$ cat config.mk
export PLATFORM = sky130hd
export DESIGN_NAME = sadc_ctrl
export DESIGN_NICKNAME = d
export VERILOG_FILES = /design/src/core/sadc_pkg.sv /design/src/core/sadc_ctrl.sv /design/src/core/sadc_sar_seq.sv
export SDC_FILE = /design/constraint.sdc
export NUM_CORES = 1
export LEC_CHECK = 0
export BUFFER_PORTS_ARGS = -buffer_cell sky130_fd_sc_hd__buf_2
export CAP_MARGIN = 15
export CORE_ASPECT_RATIO = 0.75
export CORE_MARGIN = 5
export CORE_UTILIZATION = 55
export CTS_CLUSTER_SIZE = 10
export DETAILED_ROUTE_END_ITERATION = 16
export GPL_ROUTABILITY_DRIVEN = 0
export HOLD_SLACK_MARGIN = 0.06
export PLACE_DENSITY = 0.77
export SETUP_SLACK_MARGIN = 0.02
export SLEW_MARGIN = 25
export SYNTH_ARGS = -nofsm -noshare
export SYNTH_HDL_FRONTEND = slang
export SYNTH_SLANG_ARGS = --single-unit
export TNS_END_PERCENT = 20
$ cat constraint.sdc
create_clock -name CLOCK -period 3.4 [get_ports CLOCK]
set_clock_uncertainty 0.05 [all_clocks]
set_input_delay 0.68 -clock CLOCK [delete_from_list [all_inputs] [get_ports CLOCK]]
set_output_delay 0.68 -clock CLOCK [all_outputs]
set_load 0.1 [all_outputs]
$ cat src/core/sadc_pkg.sv
// Constants, register map and timing of the SAR converter control block
package sadc_pkg;

  // Register indices; byte address is index times four
  localparam int unsigned REG_WORD_BYTES = 4;
  localparam logic [7:0] IDX_CTRL_ONE = 8'h0E;
  localparam logic [7:0] IDX_CTRL_TWO = 8'h0F;
  localparam logic [7:0] IDX_RES_HIGH = 8'h20;
  localparam logic [7:0] IDX_RES_LOW = 8'h21;

  // Field positions of control_reg_one
  localparam int unsigned CR1_START_BIT = 7;
  localparam int unsigned CR1_MODE_LSB = 5;
  localparam int unsigned CR1_INDIS_BIT = 4;
  localparam int unsigned CR1_CHAN_LSB = 0;

  // Field positions of control_reg_two
  localparam int unsigned CR2_LADDER_BIT = 5;
  localparam int unsigned CR2_FIXED_ONE_BIT = 4;
  localparam int unsigned CR2_TIME_LSB = 1;

  // Field positions of result_low_status_reg
  localparam int unsigned LOW_RES_LSB = 6;
  localparam int unsigned LOW_EOC_BIT = 5;
  localparam int unsigned LOW_BUSY_BIT = 4;

  // Reset values
  localparam logic [7:0] CR1_RESET = 8'h10;
  localparam logic [7:0] CR2_RESET = 8'h00;
  localparam logic [7:0] RES_RESET = 8'h00;

  typedef enum logic [1:0] {
    MODE_DISABLE = 2'b00,
    MODE_SOFTWARE = 2'b01,
    MODE_RESERVED = 2'b10,
    MODE_REPEAT = 2'b11
  } sadc_mode_t;

  // Conversion times in fc periods; the block clock is fc itself
  localparam int unsigned CLK_PER_FC = 1;
  localparam int unsigned CONV_FC_T2 = 78;
  localparam int unsigned CONV_FC_T3 = 156;
  localparam int unsigned CONV_FC_T4 = 312;
  localparam int unsigned CONV_FC_T5 = 624;
  localparam int unsigned CONV_FC_T6 = 1248;
  localparam int unsigned SAR_PHASES = 11;
  localparam int unsigned RESULT_W = 10;
  localparam int unsigned CONV_CNT_W = 11;

  localparam logic [CONV_CNT_W-1:0] CYC_T2 = CONV_CNT_W'(CONV_FC_T2 * CLK_PER_FC);
  localparam logic [CONV_CNT_W-1:0] CYC_T3 = CONV_CNT_W'(CONV_FC_T3 * CLK_PER_FC);
  localparam logic [CONV_CNT_W-1:0] CYC_T4 = CONV_CNT_W'(CONV_FC_T4 * CLK_PER_FC);
  localparam logic [CONV_CNT_W-1:0] CYC_T5 = CONV_CNT_W'(CONV_FC_T5 * CLK_PER_FC);
  localparam logic [CONV_CNT_W-1:0] CYC_T6 = CONV_CNT_W'(CONV_FC_T6 * CLK_PER_FC);

  // Reserved codes fall back to the longest time, the safe side for the analog part
  function automatic logic [CONV_CNT_W-1:0] conv_cycles(input logic [2:0] code);
    case (code)
      3'h2: conv_cycles = CYC_T2;
      3'h3: conv_cycles = CYC_T3;
      3'h4: conv_cycles = CYC_T4;
      3'h5: conv_cycles = CYC_T5;
      default: conv_cycles = CYC_T6;
    endcase
  endfunction

endpackage

$ cat src/core/sadc_ctrl.sv
// Control, status and AHB-Lite register file of the 10-bit SAR converter
//
// Functional notes
// - Low/status: result bits, done, busy flags
// - Reading high result clears done flag
// - Busy set on start, cleared at end/STOP
// - Low/status bits 3..0 undefined on read
// - Software mode: start bit begins one conversion
// - Completion stores result, sets flag, interrupts
// - Start bit self-clears once conversion starts
// - Repeat mode restarts after each completion
// - Disable aborts; partial result not stored
// - New start clears flag, keeps old result
// - STOP aborts, resets controls, loses results
// - No automatic restart after leaving STOP
// - Ladder disconnected while in STOP
// - Each conversion yields 10-bit unsigned code
// - Result only after selected conversion time
// - Mode: 00 off, 01 software, 11 repeat
// - Time codes 010..110 select 78..1248 periods
// - High result register holds bits 9..2
//
// Added by the designer: the AHB-Lite register port.
`timescale 1ns/1ps
module sadc_ctrl
  import sadc_pkg::*;
#(
  parameter int unsigned RES_W = RESULT_W
) (
  // Clock and reset
  input wire logic CLOCK,
  input wire logic RST_N,
  // AHB-Lite slave
  input wire logic HSEL,
  input wire logic [31:0] HADDR,
  input wire logic [1:0] HTRANS,
  input wire logic HWRITE,
  input wire logic [2:0] HSIZE,
  input wire logic [31:0] HWDATA,
  input wire logic HREADY,
  output logic [31:0] HRDATA,
  output logic HREADYOUT,
  output logic HRESP,
  // Power mode
  input wire logic STOP_MODE,
  // Analog front end
  input wire logic COMP_IN,
  output logic [RES_W-1:0] DAC_CODE,
  output logic SAMPLE_HOLD,
  output logic [3:0] CHANNEL_SEL,
  output logic ANALOG_INPUT_DISABLE,
  output logic LADDER_CONNECT,
  // Interrupt request to the CPU
  output logic CONV_DONE_IRQ
);

  if (RES_W != RESULT_W) begin : g_bad_width
    $error("sadc_ctrl: register layout serves a 10-bit result only");
  end

  // Bus state
  logic wr_pend_reg;
  logic [7:0] wr_idx_reg;
  logic [31:0] hrdata_reg;
  logic hreadyout_reg;
  // Control fields
  logic start_req_reg, rep_pend_reg, indis_reg, ladder_reg;
  logic [1:0] mode_reg;
  logic [3:0] chan_reg;
  logic [2:0] time_reg;
  // Status and results
  logic eoc_reg, irq_reg, ladder_on_reg;
  logic [RES_W-1:0] result_reg;
  // Sequencer
  logic seq_busy, seq_done, seq_sample;
  logic [RES_W-1:0] seq_result, seq_dac;

  // Address decode and write qualification
  wire bus_take = HSEL && HTRANS[1] && HREADY;
  wire [7:0] addr_idx = HADDR[9:2];
  wire rd_take = bus_take && !HWRITE;
  wire [7:0] wbyte = HWDATA[7:0];
  wire wr_cr1 = wr_pend_reg && wr_idx_reg == IDX_CTRL_ONE && !STOP_MODE;
  wire wr_cr2 = wr_pend_reg && wr_idx_reg == IDX_CTRL_TWO && !STOP_MODE;
  wire [1:0] wmode = wbyte[CR1_MODE_LSB +: 2];
  wire rd_high = rd_take && addr_idx == IDX_RES_HIGH;

  wire mode_ok = (mode_reg == MODE_SOFTWARE) || (mode_reg == MODE_REPEAT);
  wire abort = seq_busy && (STOP_MODE || (wr_cr1 && wmode == MODE_DISABLE));
  wire go_req = (start_req_reg && mode_ok) || (rep_pend_reg && mode_reg == MODE_REPEAT);
  wire start_fire = go_req && !seq_busy && !STOP_MODE && !wr_cr1;
  wire store = seq_done && !STOP_MODE;
  wire [CONV_CNT_W-1:0] total_cyc = conv_cycles(time_reg);

  wire [7:0] low_byte = {result_reg[1:0], eoc_reg, seq_busy, 4'h0};
  wire [7:0] high_byte = result_reg[RES_W-1:2];
  wire [7:0] cr1_byte = {start_req_reg, mode_reg, indis_reg, chan_reg};
  wire [7:0] cr2_byte = {2'b00, ladder_reg, 1'b1, time_reg, 1'b0};
  wire [7:0] rd_byte = (addr_idx == IDX_CTRL_ONE) ? cr1_byte :
                       (addr_idx == IDX_CTRL_TWO) ? cr2_byte :
                       (addr_idx == IDX_RES_HIGH) ? high_byte :
                       (addr_idx == IDX_RES_LOW) ? low_byte : 8'h00;

  // Zero wait states: read data is latched at the address phase edge
  always_ff @(posedge CLOCK or negedge RST_N) begin
    if (!RST_N) begin
      wr_pend_reg <= 1'b0;
      wr_idx_reg <= 8'h00;
      hrdata_reg <= 32'h0000_0000;
      hreadyout_reg <= 1'b0;
    end else begin
      hreadyout_reg <= 1'b1;
      wr_pend_reg <= bus_take && HWRITE;
      if (bus_take) begin
        wr_idx_reg <= addr_idx;
      end
      if (rd_take) begin
        hrdata_reg <= {24'h00_0000, rd_byte};
      end
    end
  end

  // Control register one
  always_ff @(posedge CLOCK or negedge RST_N) begin
    if (!RST_N) begin
      {start_req_reg, mode_reg, indis_reg, chan_reg} <= CR1_RESET;
      rep_pend_reg <= 1'b0;
    end else if (STOP_MODE) begin
      {start_req_reg, mode_reg, indis_reg, chan_reg} <= CR1_RESET;
      rep_pend_reg <= 1'b0;
    end else begin
      if (wr_cr1) begin
        start_req_reg <= wbyte[CR1_START_BIT];
        mode_reg <= wmode;
        indis_reg <= wbyte[CR1_INDIS_BIT];
        chan_reg <= wbyte[CR1_CHAN_LSB +: 4];
      end else if (start_fire) begin
        start_req_reg <= 1'b0;
      end
      if (seq_done && mode_reg == MODE_REPEAT && !abort) begin
        rep_pend_reg <= 1'b1;
      end else if (start_fire || (wr_cr1 && wmode != MODE_REPEAT)) begin
        rep_pend_reg <= 1'b0;
      end
    end
  end

  // Control register two; fixed bits are not stored
  always_ff @(posedge CLOCK or negedge RST_N) begin
    if (!RST_N) begin
      ladder_reg <= CR2_RESET[CR2_LADDER_BIT];
      time_reg <= CR2_RESET[CR2_TIME_LSB +: 3];
    end else if (STOP_MODE) begin
      ladder_reg <= CR2_RESET[CR2_LADDER_BIT];
      time_reg <= CR2_RESET[CR2_TIME_LSB +: 3];
    end else if (wr_cr2) begin
      ladder_reg <= wbyte[CR2_LADDER_BIT];
      time_reg <= wbyte[CR2_TIME_LSB +: 3];
    end
  end

  // Flag, result and interrupt; a completion outranks a same-cycle clear
  always_ff @(posedge CLOCK or negedge RST_N) begin
    if (!RST_N) begin
      eoc_reg <= 1'b0;
      result_reg <= {RES_RESET, RES_RESET[1:0]};
      irq_reg <= 1'b0;
      ladder_on_reg <= 1'b0;
    end else begin
      ladder_on_reg <= !STOP_MODE && (ladder_reg || seq_busy || start_fire);
      irq_reg <= store;
      if (STOP_MODE) begin
        eoc_reg <= 1'b0;
        result_reg <= {RES_RESET, RES_RESET[1:0]};
      end else if (store) begin
        eoc_reg <= 1'b1;
        result_reg <= seq_result;
      end else if (start_fire || rd_high) begin
        eoc_reg <= 1'b0;
      end
    end
  end

  sadc_sar_seq #(
    .RES_W(RES_W),
    .CNT_W(CONV_CNT_W),
    .PHASES(SAR_PHASES)
  ) u_seq (
    .clk(CLOCK),
    .rst_n(RST_N),
    .start(start_fire),
    .abort(abort),
    .total(total_cyc),
    .comp(COMP_IN),
    .busy(seq_busy),
    .done(seq_done),
    .result(seq_result),
    .dac(seq_dac),
    .sample(seq_sample)
  );

  assign HRDATA = hrdata_reg;
  assign HREADYOUT = hreadyout_reg;
  assign HRESP = 1'b0;
  assign DAC_CODE = seq_dac;
  assign SAMPLE_HOLD = seq_sample;
  assign CHANNEL_SEL = chan_reg;
  assign ANALOG_INPUT_DISABLE = indis_reg;
  assign LADDER_CONNECT = ladder_on_reg;
  assign CONV_DONE_IRQ = irq_reg;

  // Helper: cycles the sequencer has been busy, and the time latched at start
  // A time write during a run must not upset the check
  logic [CONV_CNT_W-1:0] busy_cnt_reg, run_total_reg;
  always_ff @(posedge CLOCK or negedge RST_N) begin
    if (!RST_N) begin
      busy_cnt_reg <= '0;
      run_total_reg <= '0;
    end else begin
      busy_cnt_reg <= seq_busy ? busy_cnt_reg + CONV_CNT_W'(1) : '0;
      if (start_fire) begin
        run_total_reg <= total_cyc;
      end
    end
  end

  property p_busy_on_start;
    @(posedge CLOCK) disable iff (!RST_N)
      start_fire |=> seq_busy && !start_req_reg;
  endproperty
  a_busy_on_start: assert property (p_busy_on_start) else $error("start did not set busy");

  property p_start_clear;
    @(posedge CLOCK) disable iff (!RST_N)
      (start_fire && start_req_reg) |=> !start_req_reg throughout seq_busy [*2];
  endproperty
  a_start_clear: assert property (p_start_clear) else $error("start bit not cleared");

  property p_done_effects;
    @(posedge CLOCK) disable iff (!RST_N)
      store |=> eoc_reg && CONV_DONE_IRQ && result_reg == $past(seq_result) && !seq_busy || $past(start_fire);
  endproperty
  a_done_effects: assert property (p_done_effects) else $error("completion effects missing");

  property p_stop_init;
    @(posedge CLOCK) disable iff (!RST_N)
      STOP_MODE |=> !seq_busy && !eoc_reg && mode_reg == MODE_DISABLE && result_reg == '0;
  endproperty
  a_stop_init: assert property (p_stop_init) else $error("STOP did not initialise");

  property p_ladder_stop;
    @(posedge CLOCK) disable iff (!RST_N)
      STOP_MODE |=> !LADDER_CONNECT;
  endproperty
  a_ladder_stop: assert property (p_ladder_stop) else $error("ladder left connected in STOP");

  property p_abort_keeps;
    @(posedge CLOCK) disable iff (!RST_N)
      (abort && !STOP_MODE) |=> $stable(result_reg) && !seq_busy ##1 !CONV_DONE_IRQ;
  endproperty
  a_abort_keeps: assert property (p_abort_keeps) else $error("aborted value stored");

  property p_repeat_next;
    @(posedge CLOCK) disable iff (!RST_N)
      (store && mode_reg == MODE_REPEAT) ##1 (mode_reg == MODE_REPEAT && !wr_cr1 && !STOP_MODE) |=> seq_busy;
  endproperty
  a_repeat_next: assert property (p_repeat_next) else $error("repeat did not restart");

  property p_read_clear;
    @(posedge CLOCK) disable iff (!RST_N)
      (rd_high && !store && !STOP_MODE) |=> !eoc_reg;
  endproperty
  a_read_clear: assert property (p_read_clear) else $error("high read left flag set");

  property p_conv_time;
    @(posedge CLOCK) disable iff (!RST_N)
      store |-> busy_cnt_reg == run_total_reg;
  endproperty
  a_conv_time: assert property (p_conv_time) else $error("conversion time wrong");

  property p_restart_keeps;
    @(posedge CLOCK) disable iff (!RST_N)
      (start_fire && !store) |=> !eoc_reg && $stable(result_reg);
  endproperty
  a_restart_keeps: assert property (p_restart_keeps) else $error("restart lost result");

  c_software_done: cover property (@(posedge CLOCK) disable iff (!RST_N)
    mode_reg == MODE_SOFTWARE && store);
  c_repeat_twice: cover property (@(posedge CLOCK) disable iff (!RST_N)
    store && mode_reg == MODE_REPEAT ##[1:200] store);
  c_abort: cover property (@(posedge CLOCK) disable iff (!RST_N) abort && !STOP_MODE);
  c_stop_busy: cover property (@(posedge CLOCK) disable iff (!RST_N) STOP_MODE && seq_busy);

endmodule

$ cat src/core/sadc_sar_seq.sv
// Successive-approximation sequencer: sample phase then ten bit decisions
`timescale 1ns/1ps
module sadc_sar_seq #(
  parameter int unsigned RES_W = 10,
  parameter int unsigned CNT_W = 11,
  parameter int unsigned PHASES = 11
) (
  // Clock and reset
  input wire logic clk,
  input wire logic rst_n,
  // Control
  input wire logic start,
  input wire logic abort,
  input wire logic [CNT_W-1:0] total,
  input wire logic comp,
  // Status and analog drive
  output logic busy,
  output logic done,
  output logic [RES_W-1:0] result,
  output logic [RES_W-1:0] dac,
  output logic sample
);

  if (RES_W < 2 || PHASES != RES_W + 1 || CNT_W < 8) begin : g_bad_params
    $error("sadc_sar_seq: unsupported parameter values");
  end

  typedef enum logic [1:0] {SQ_IDLE, SQ_SAMPLE, SQ_BITS, SQ_TAIL} sadc_seq_t;

  sadc_seq_t state_reg, state_next;
  logic [CNT_W-1:0] el_reg, tot_reg, step_reg, st_reg;
  localparam int unsigned BIT_W = $clog2(RES_W);
  logic [BIT_W-1:0] bit_reg;
  logic [RES_W-1:0] code_reg, code_next;
  logic busy_reg, done_reg, sample_reg;
  logic [RES_W-1:0] result_reg;

  wire step_end = (st_reg == step_reg - CNT_W'(1));
  wire last_cyc = (el_reg == tot_reg - CNT_W'(1));
  wire [RES_W-1:0] bit_mask = RES_W'(1) << bit_reg;

  always_comb begin
    state_next = state_reg;
    code_next = code_reg;
    if (abort) begin
      state_next = SQ_IDLE;
    end else begin
      case (state_reg)
        SQ_IDLE: if (start) begin
          state_next = SQ_SAMPLE;
          code_next = '0;
        end
        SQ_SAMPLE: if (step_end) begin
          state_next = SQ_BITS;
          code_next = RES_W'(1) << (RES_W - 1);
        end
        SQ_BITS: if (step_end) begin
          code_next = comp ? code_reg : (code_reg & ~bit_mask);
          if (bit_reg == '0) begin
            state_next = SQ_TAIL;
          end else begin
            code_next = code_next | (bit_mask >> 1);
          end
        end
        SQ_TAIL: ;
        default: state_next = SQ_IDLE;
      endcase
      if (state_reg != SQ_IDLE && last_cyc) begin
        state_next = SQ_IDLE;
      end
    end
  end

  always_ff @(posedge clk or negedge rst_n) begin
    if (!rst_n) begin
      state_reg <= SQ_IDLE;
      el_reg <= '0;
      st_reg <= '0;
      tot_reg <= '0;
      step_reg <= '0;
      bit_reg <= '0;
      code_reg <= '0;
    end else begin
      state_reg <= state_next;
      code_reg <= code_next;
      el_reg <= (state_reg == SQ_IDLE) ? '0 : el_reg + CNT_W'(1);
      st_reg <= (state_reg == SQ_IDLE || step_end) ? '0 : st_reg + CNT_W'(1);
      if (state_reg == SQ_IDLE && start) begin
        tot_reg <= total;
        step_reg <= CNT_W'(total / CNT_W'(PHASES));
        bit_reg <= BIT_W'(RES_W - 1);
      end else if (state_reg == SQ_BITS && step_end && bit_reg != '0) begin
        bit_reg <= bit_reg - BIT_W'(1);
      end
    end
  end

  always_ff @(posedge clk or negedge rst_n) begin
    if (!rst_n) begin
      busy_reg <= 1'b0;
      done_reg <= 1'b0;
      sample_reg <= 1'b0;
      result_reg <= '0;
    end else begin
      busy_reg <= (state_next != SQ_IDLE);
      sample_reg <= (state_next == SQ_SAMPLE);
      done_reg <= !abort && state_reg != SQ_IDLE && last_cyc;
      if (!abort && state_reg != SQ_IDLE && last_cyc) begin
        result_reg <= code_next;
      end
    end
  end

  assign busy = busy_reg;
  assign done = done_reg;
  assign result = result_reg;
  assign dac = code_reg;
  assign sample = sample_reg;

endmodule
==> metrics.md <==
| Metric | Value |
|---|---|
| Post-synth EDFFs | 0 |
| Max Freq | 0.327 GHz |
| H-tree levels | 4 |
| Post-DP Area | 6460 sq um |
| N_diodes | 0 |
| Synth async-reset ratio | 100% |
| CP endpoint kind | flip-flop |
| Worst-Margin Slew | 0.807 ns |
| Total power | 3.34 mW |
| Slew Limit Fails | 0 |
| Post-synthesis sequential area ratio | 45.9% |
| Total negative slack | 0 ns |
| Sw frac | 26.7% |
| P_sw | 0.891 mW |
| Worst vdd ir | 0.000377 V |
| CTS tree | yes |
| Cells after Synth | 631 |
| Core area | 10,900 sq um |
| Synth Area in Adders | 2.03% |
| Ports | 128 |
| Synth Area in Compound Gates | 16.1% |
| Worst path required time | 3.65 ns |
| Final-stage net count | 763 |
| Inserted Clock Buffers | 17 |
| R2R Setup Slk | 0.34 ns |
| # clock sinks | 113 |
| Seq cells post-synth | 113 |
| Post_cts resized | 0 |
| Post-synthesis mux area share | 4.60% |
| Fin crit period | 3.06 ns |
| Finished Layout Cells | 830 |
| Commonest non-fill, non-tap cells in the layout | dfrtp_1, nor2_1, buf_2 |
| Final Hold Viols | 0 |
| Reg2reg path depth | 10 |
| Clock slew at reported path FFs | 0.06 ns |
| GRT Util Overall | 22.5% |
| Worst path arrival time | 3.31 ns |
| Worst slack, placed | 0.378 ns |
| Vias per cell | 5.93 |
| Cell area after layout | 7020 sq um |
| Commonest non-fill, non-tap cell in the layout | dfrtp_1 |
| Xor and xnor area share after synthesis | 5.68% |
| Largest family of logic cells by synthesized area | simple AND/OR/NAND/NOR gates |
| Final Setup Violations | 0 |
| Port Buf Inserts | 50 |
| Vias in the first global route | 4,845 |
| Post-Place Cells | 798 |
| Crit path max fanout | 12 |
| Starting DRT DRC Count | 370 |
| Final worst slack | 0.345 ns |
| Max cap viols | 0 |
| Setup crit start kind | flip-flop |
| Slew margin rel. | 45.8% |
| Post-Route WL | 14,600 microns |
| Wire per inst | 17.6 microns |
| DRC errors left | 0 |
| Reg-to-Reg End | u_seq.dac[4]$_DFF_PN0_ |
| PwrDens | 475 nW/um^2 |
| Tcrit/Tclk final | 89.9% |
| Die width | 132 microns |
| Initial antenna violation count | 0 |
| Post-CTS Hold Fix Bufs | 0 |
| Clk pwr share | 50.1% |
| Total global routing overflow | 0 |
| Area grow syn2layout | 13.8% |
| Largest net degree at the start of global routing | 65 |
| Max clock buf depth | 2 |
| Worst min-delay path class | in -> async |
| Ys flop type | dfrtp_1 |
| Syn_area_per_cell | 9.78 sq um |
| Via count | 4,919 |
| Postcts setup bufs | 0 |
| Synth unique cells | 71 |
| Worst hold slack | 0.238 ns |
| Flop pwr share | 41.9% |
| Post-route ant nets | 0 |
| Die area | 13,500 sq um |
| Global-route wire length before repair | 24,400 microns |
| Die height | 102 microns |
| First-pass DRT Iterations | 5 |
| Clk root buf | clkbuf_16 |
| R2r startpoint | u_seq.step_reg[0]$_DFFE_PN0P_ |
| Clk_lat worst skew | 0.41 ns |
| Worst setup path startpoint | u_seq.step_reg[0]$_DFFE_PN0P_ |
| Unrepaired setup endpoints after global routing | no |
| Final core utilization | 64.2% |
| Synth warnings | 0 |
| Share of cells above drive strength 1 | 17.4% |
| Pleak | 3.12 nW |
| Worst Setup Path Type | reg -> reg |
| Int Power | 2.44 mW |
| Post-Synth Simple-Gate Area | 19.2% |
| Post-Syn Area | 6170 sq um |
| Starting Density | 56.4% |
| DP HPWL | 10,200 microns |
| Cell Rows | 33 |
| CP endpoint | u_seq.dac[4]$_DFF_PN0_ |
| Comb pwr share | 7.9% |
| Run status | completed |
-- worst max-delay path, cell delays in order, from the launching register on --
cell and delay (ns):
dfrtp_1 0.46, inv_1 0.12, ha_1 0.33, nor2b_1 0.17
or3_1 0.35, a31oi_1 0.34, nand2_1 0.18, nor4_1 0.29
buf_4 0.25, o21ai_2 0.16, a32o_1 0.25
-- cells in the mapped netlist (3+ instances only) --
cell	instances	area share [%]
inv_1	15	0.91
o21a_1	5	0.61
a32o_1	8	1.3
buf_2	6	0.49
a21oi_1	24	1.9
xnor2_1	22	3.1
nor2b_1	16	1.6
o21ai_0	17	1.4
a21boi_0	3	0.37
nor2_1	71	4.3
xor2_1	18	2.6
nor3b_1	8	0.97
o31ai_1	5	0.61
nor4_1	5	0.51
buf_4	26	3.2
a211oi_1	3	0.37
nand2_1	47	2.9
a31oi_1	11	1.1
nand3_1	21	1.7
dfrtp_1	112	45
clkbuf_1	24	1.5
or3_1	6	0.61
nand4_1	9	0.91
o21ai_1	3	0.24
a21o_1	13	1.6
o22a_1	7	0.99
mux2_2	11	2.0
a22oi_1	6	0.73
ha_1	10	2.0
nand2b_1	5	0.51
buf_1	3	0.18
mux2i_1	16	2.6
a22o_1	7	0.99
and3_1	7	0.71
nor3_1	16	1.3
-- power groups by stage --
stage / clock, mW / combinational [mW] / sequential, mW
after global placement: 0 / 0.256 / 1.42
after global routing: 1.75 / 0.284 / 1.40
after detailed placement: 0 / 0.264 / 1.42
after floorplan: 0 / 0.223 / 1.41
final: 1.67 / 0.264 / 1.40
after CTS: 1.69 / 0.265 / 1.40
-- routing by layer --
metal  track usage, %  vias up  share of wire (%)
li1                 -     2288                  -
met1             31.8     2444                 44
met2             34.8      163                 48
met3             3.92       24                6.1
met4             9.47        0                1.5
met5                0        -                  0
-- worst min-delay path by stage --
stage                                     start                         end  slack [ns]  cells past startpoint
after detailed placement  HRDATA[5]$_DFFE_PN0P_       HRDATA[5]$_DFFE_PN0P_        0.42                      2
after global routing                      RST_N       HRDATA[4]$_DFFE_PN0P_        0.29                      1
after global placement    HRDATA[5]$_DFFE_PN0P_       HRDATA[5]$_DFFE_PN0P_        0.41                      2
final                                     RST_N       HRDATA[4]$_DFFE_PN0P_        0.24                      1
after floorplan                           RST_N  CHANNEL_SEL[0]$_DFFE_PN0P_        0.33                      0
after CTS                                 RST_N       HRDATA[4]$_DFFE_PN0P_        0.25                      1
-- kinds of logic (layout without fill, tap and decap cells) --
group           after synthesis  in the layout
simple gates                231            231
compound gates              132            132
flops                       113            113
buf+inv                      76            111
xor+xnor                     40             40
mux                          27             27
fa+ha+maj                    10             10
other cells                   2             26
-- cell type report --
type / instances / area (sq um)
well taps: 140 / 175
clock buffers: 19 / 443
fillers: 876 / 3920
flip-flops and latches: 113 / 2830
multi-input cells: 466 / 3040
repair buffers: 63 / 363
clock inverters: 13 / 115
inverters: 16 / 60.1
(Power assumes the default switching activity.)
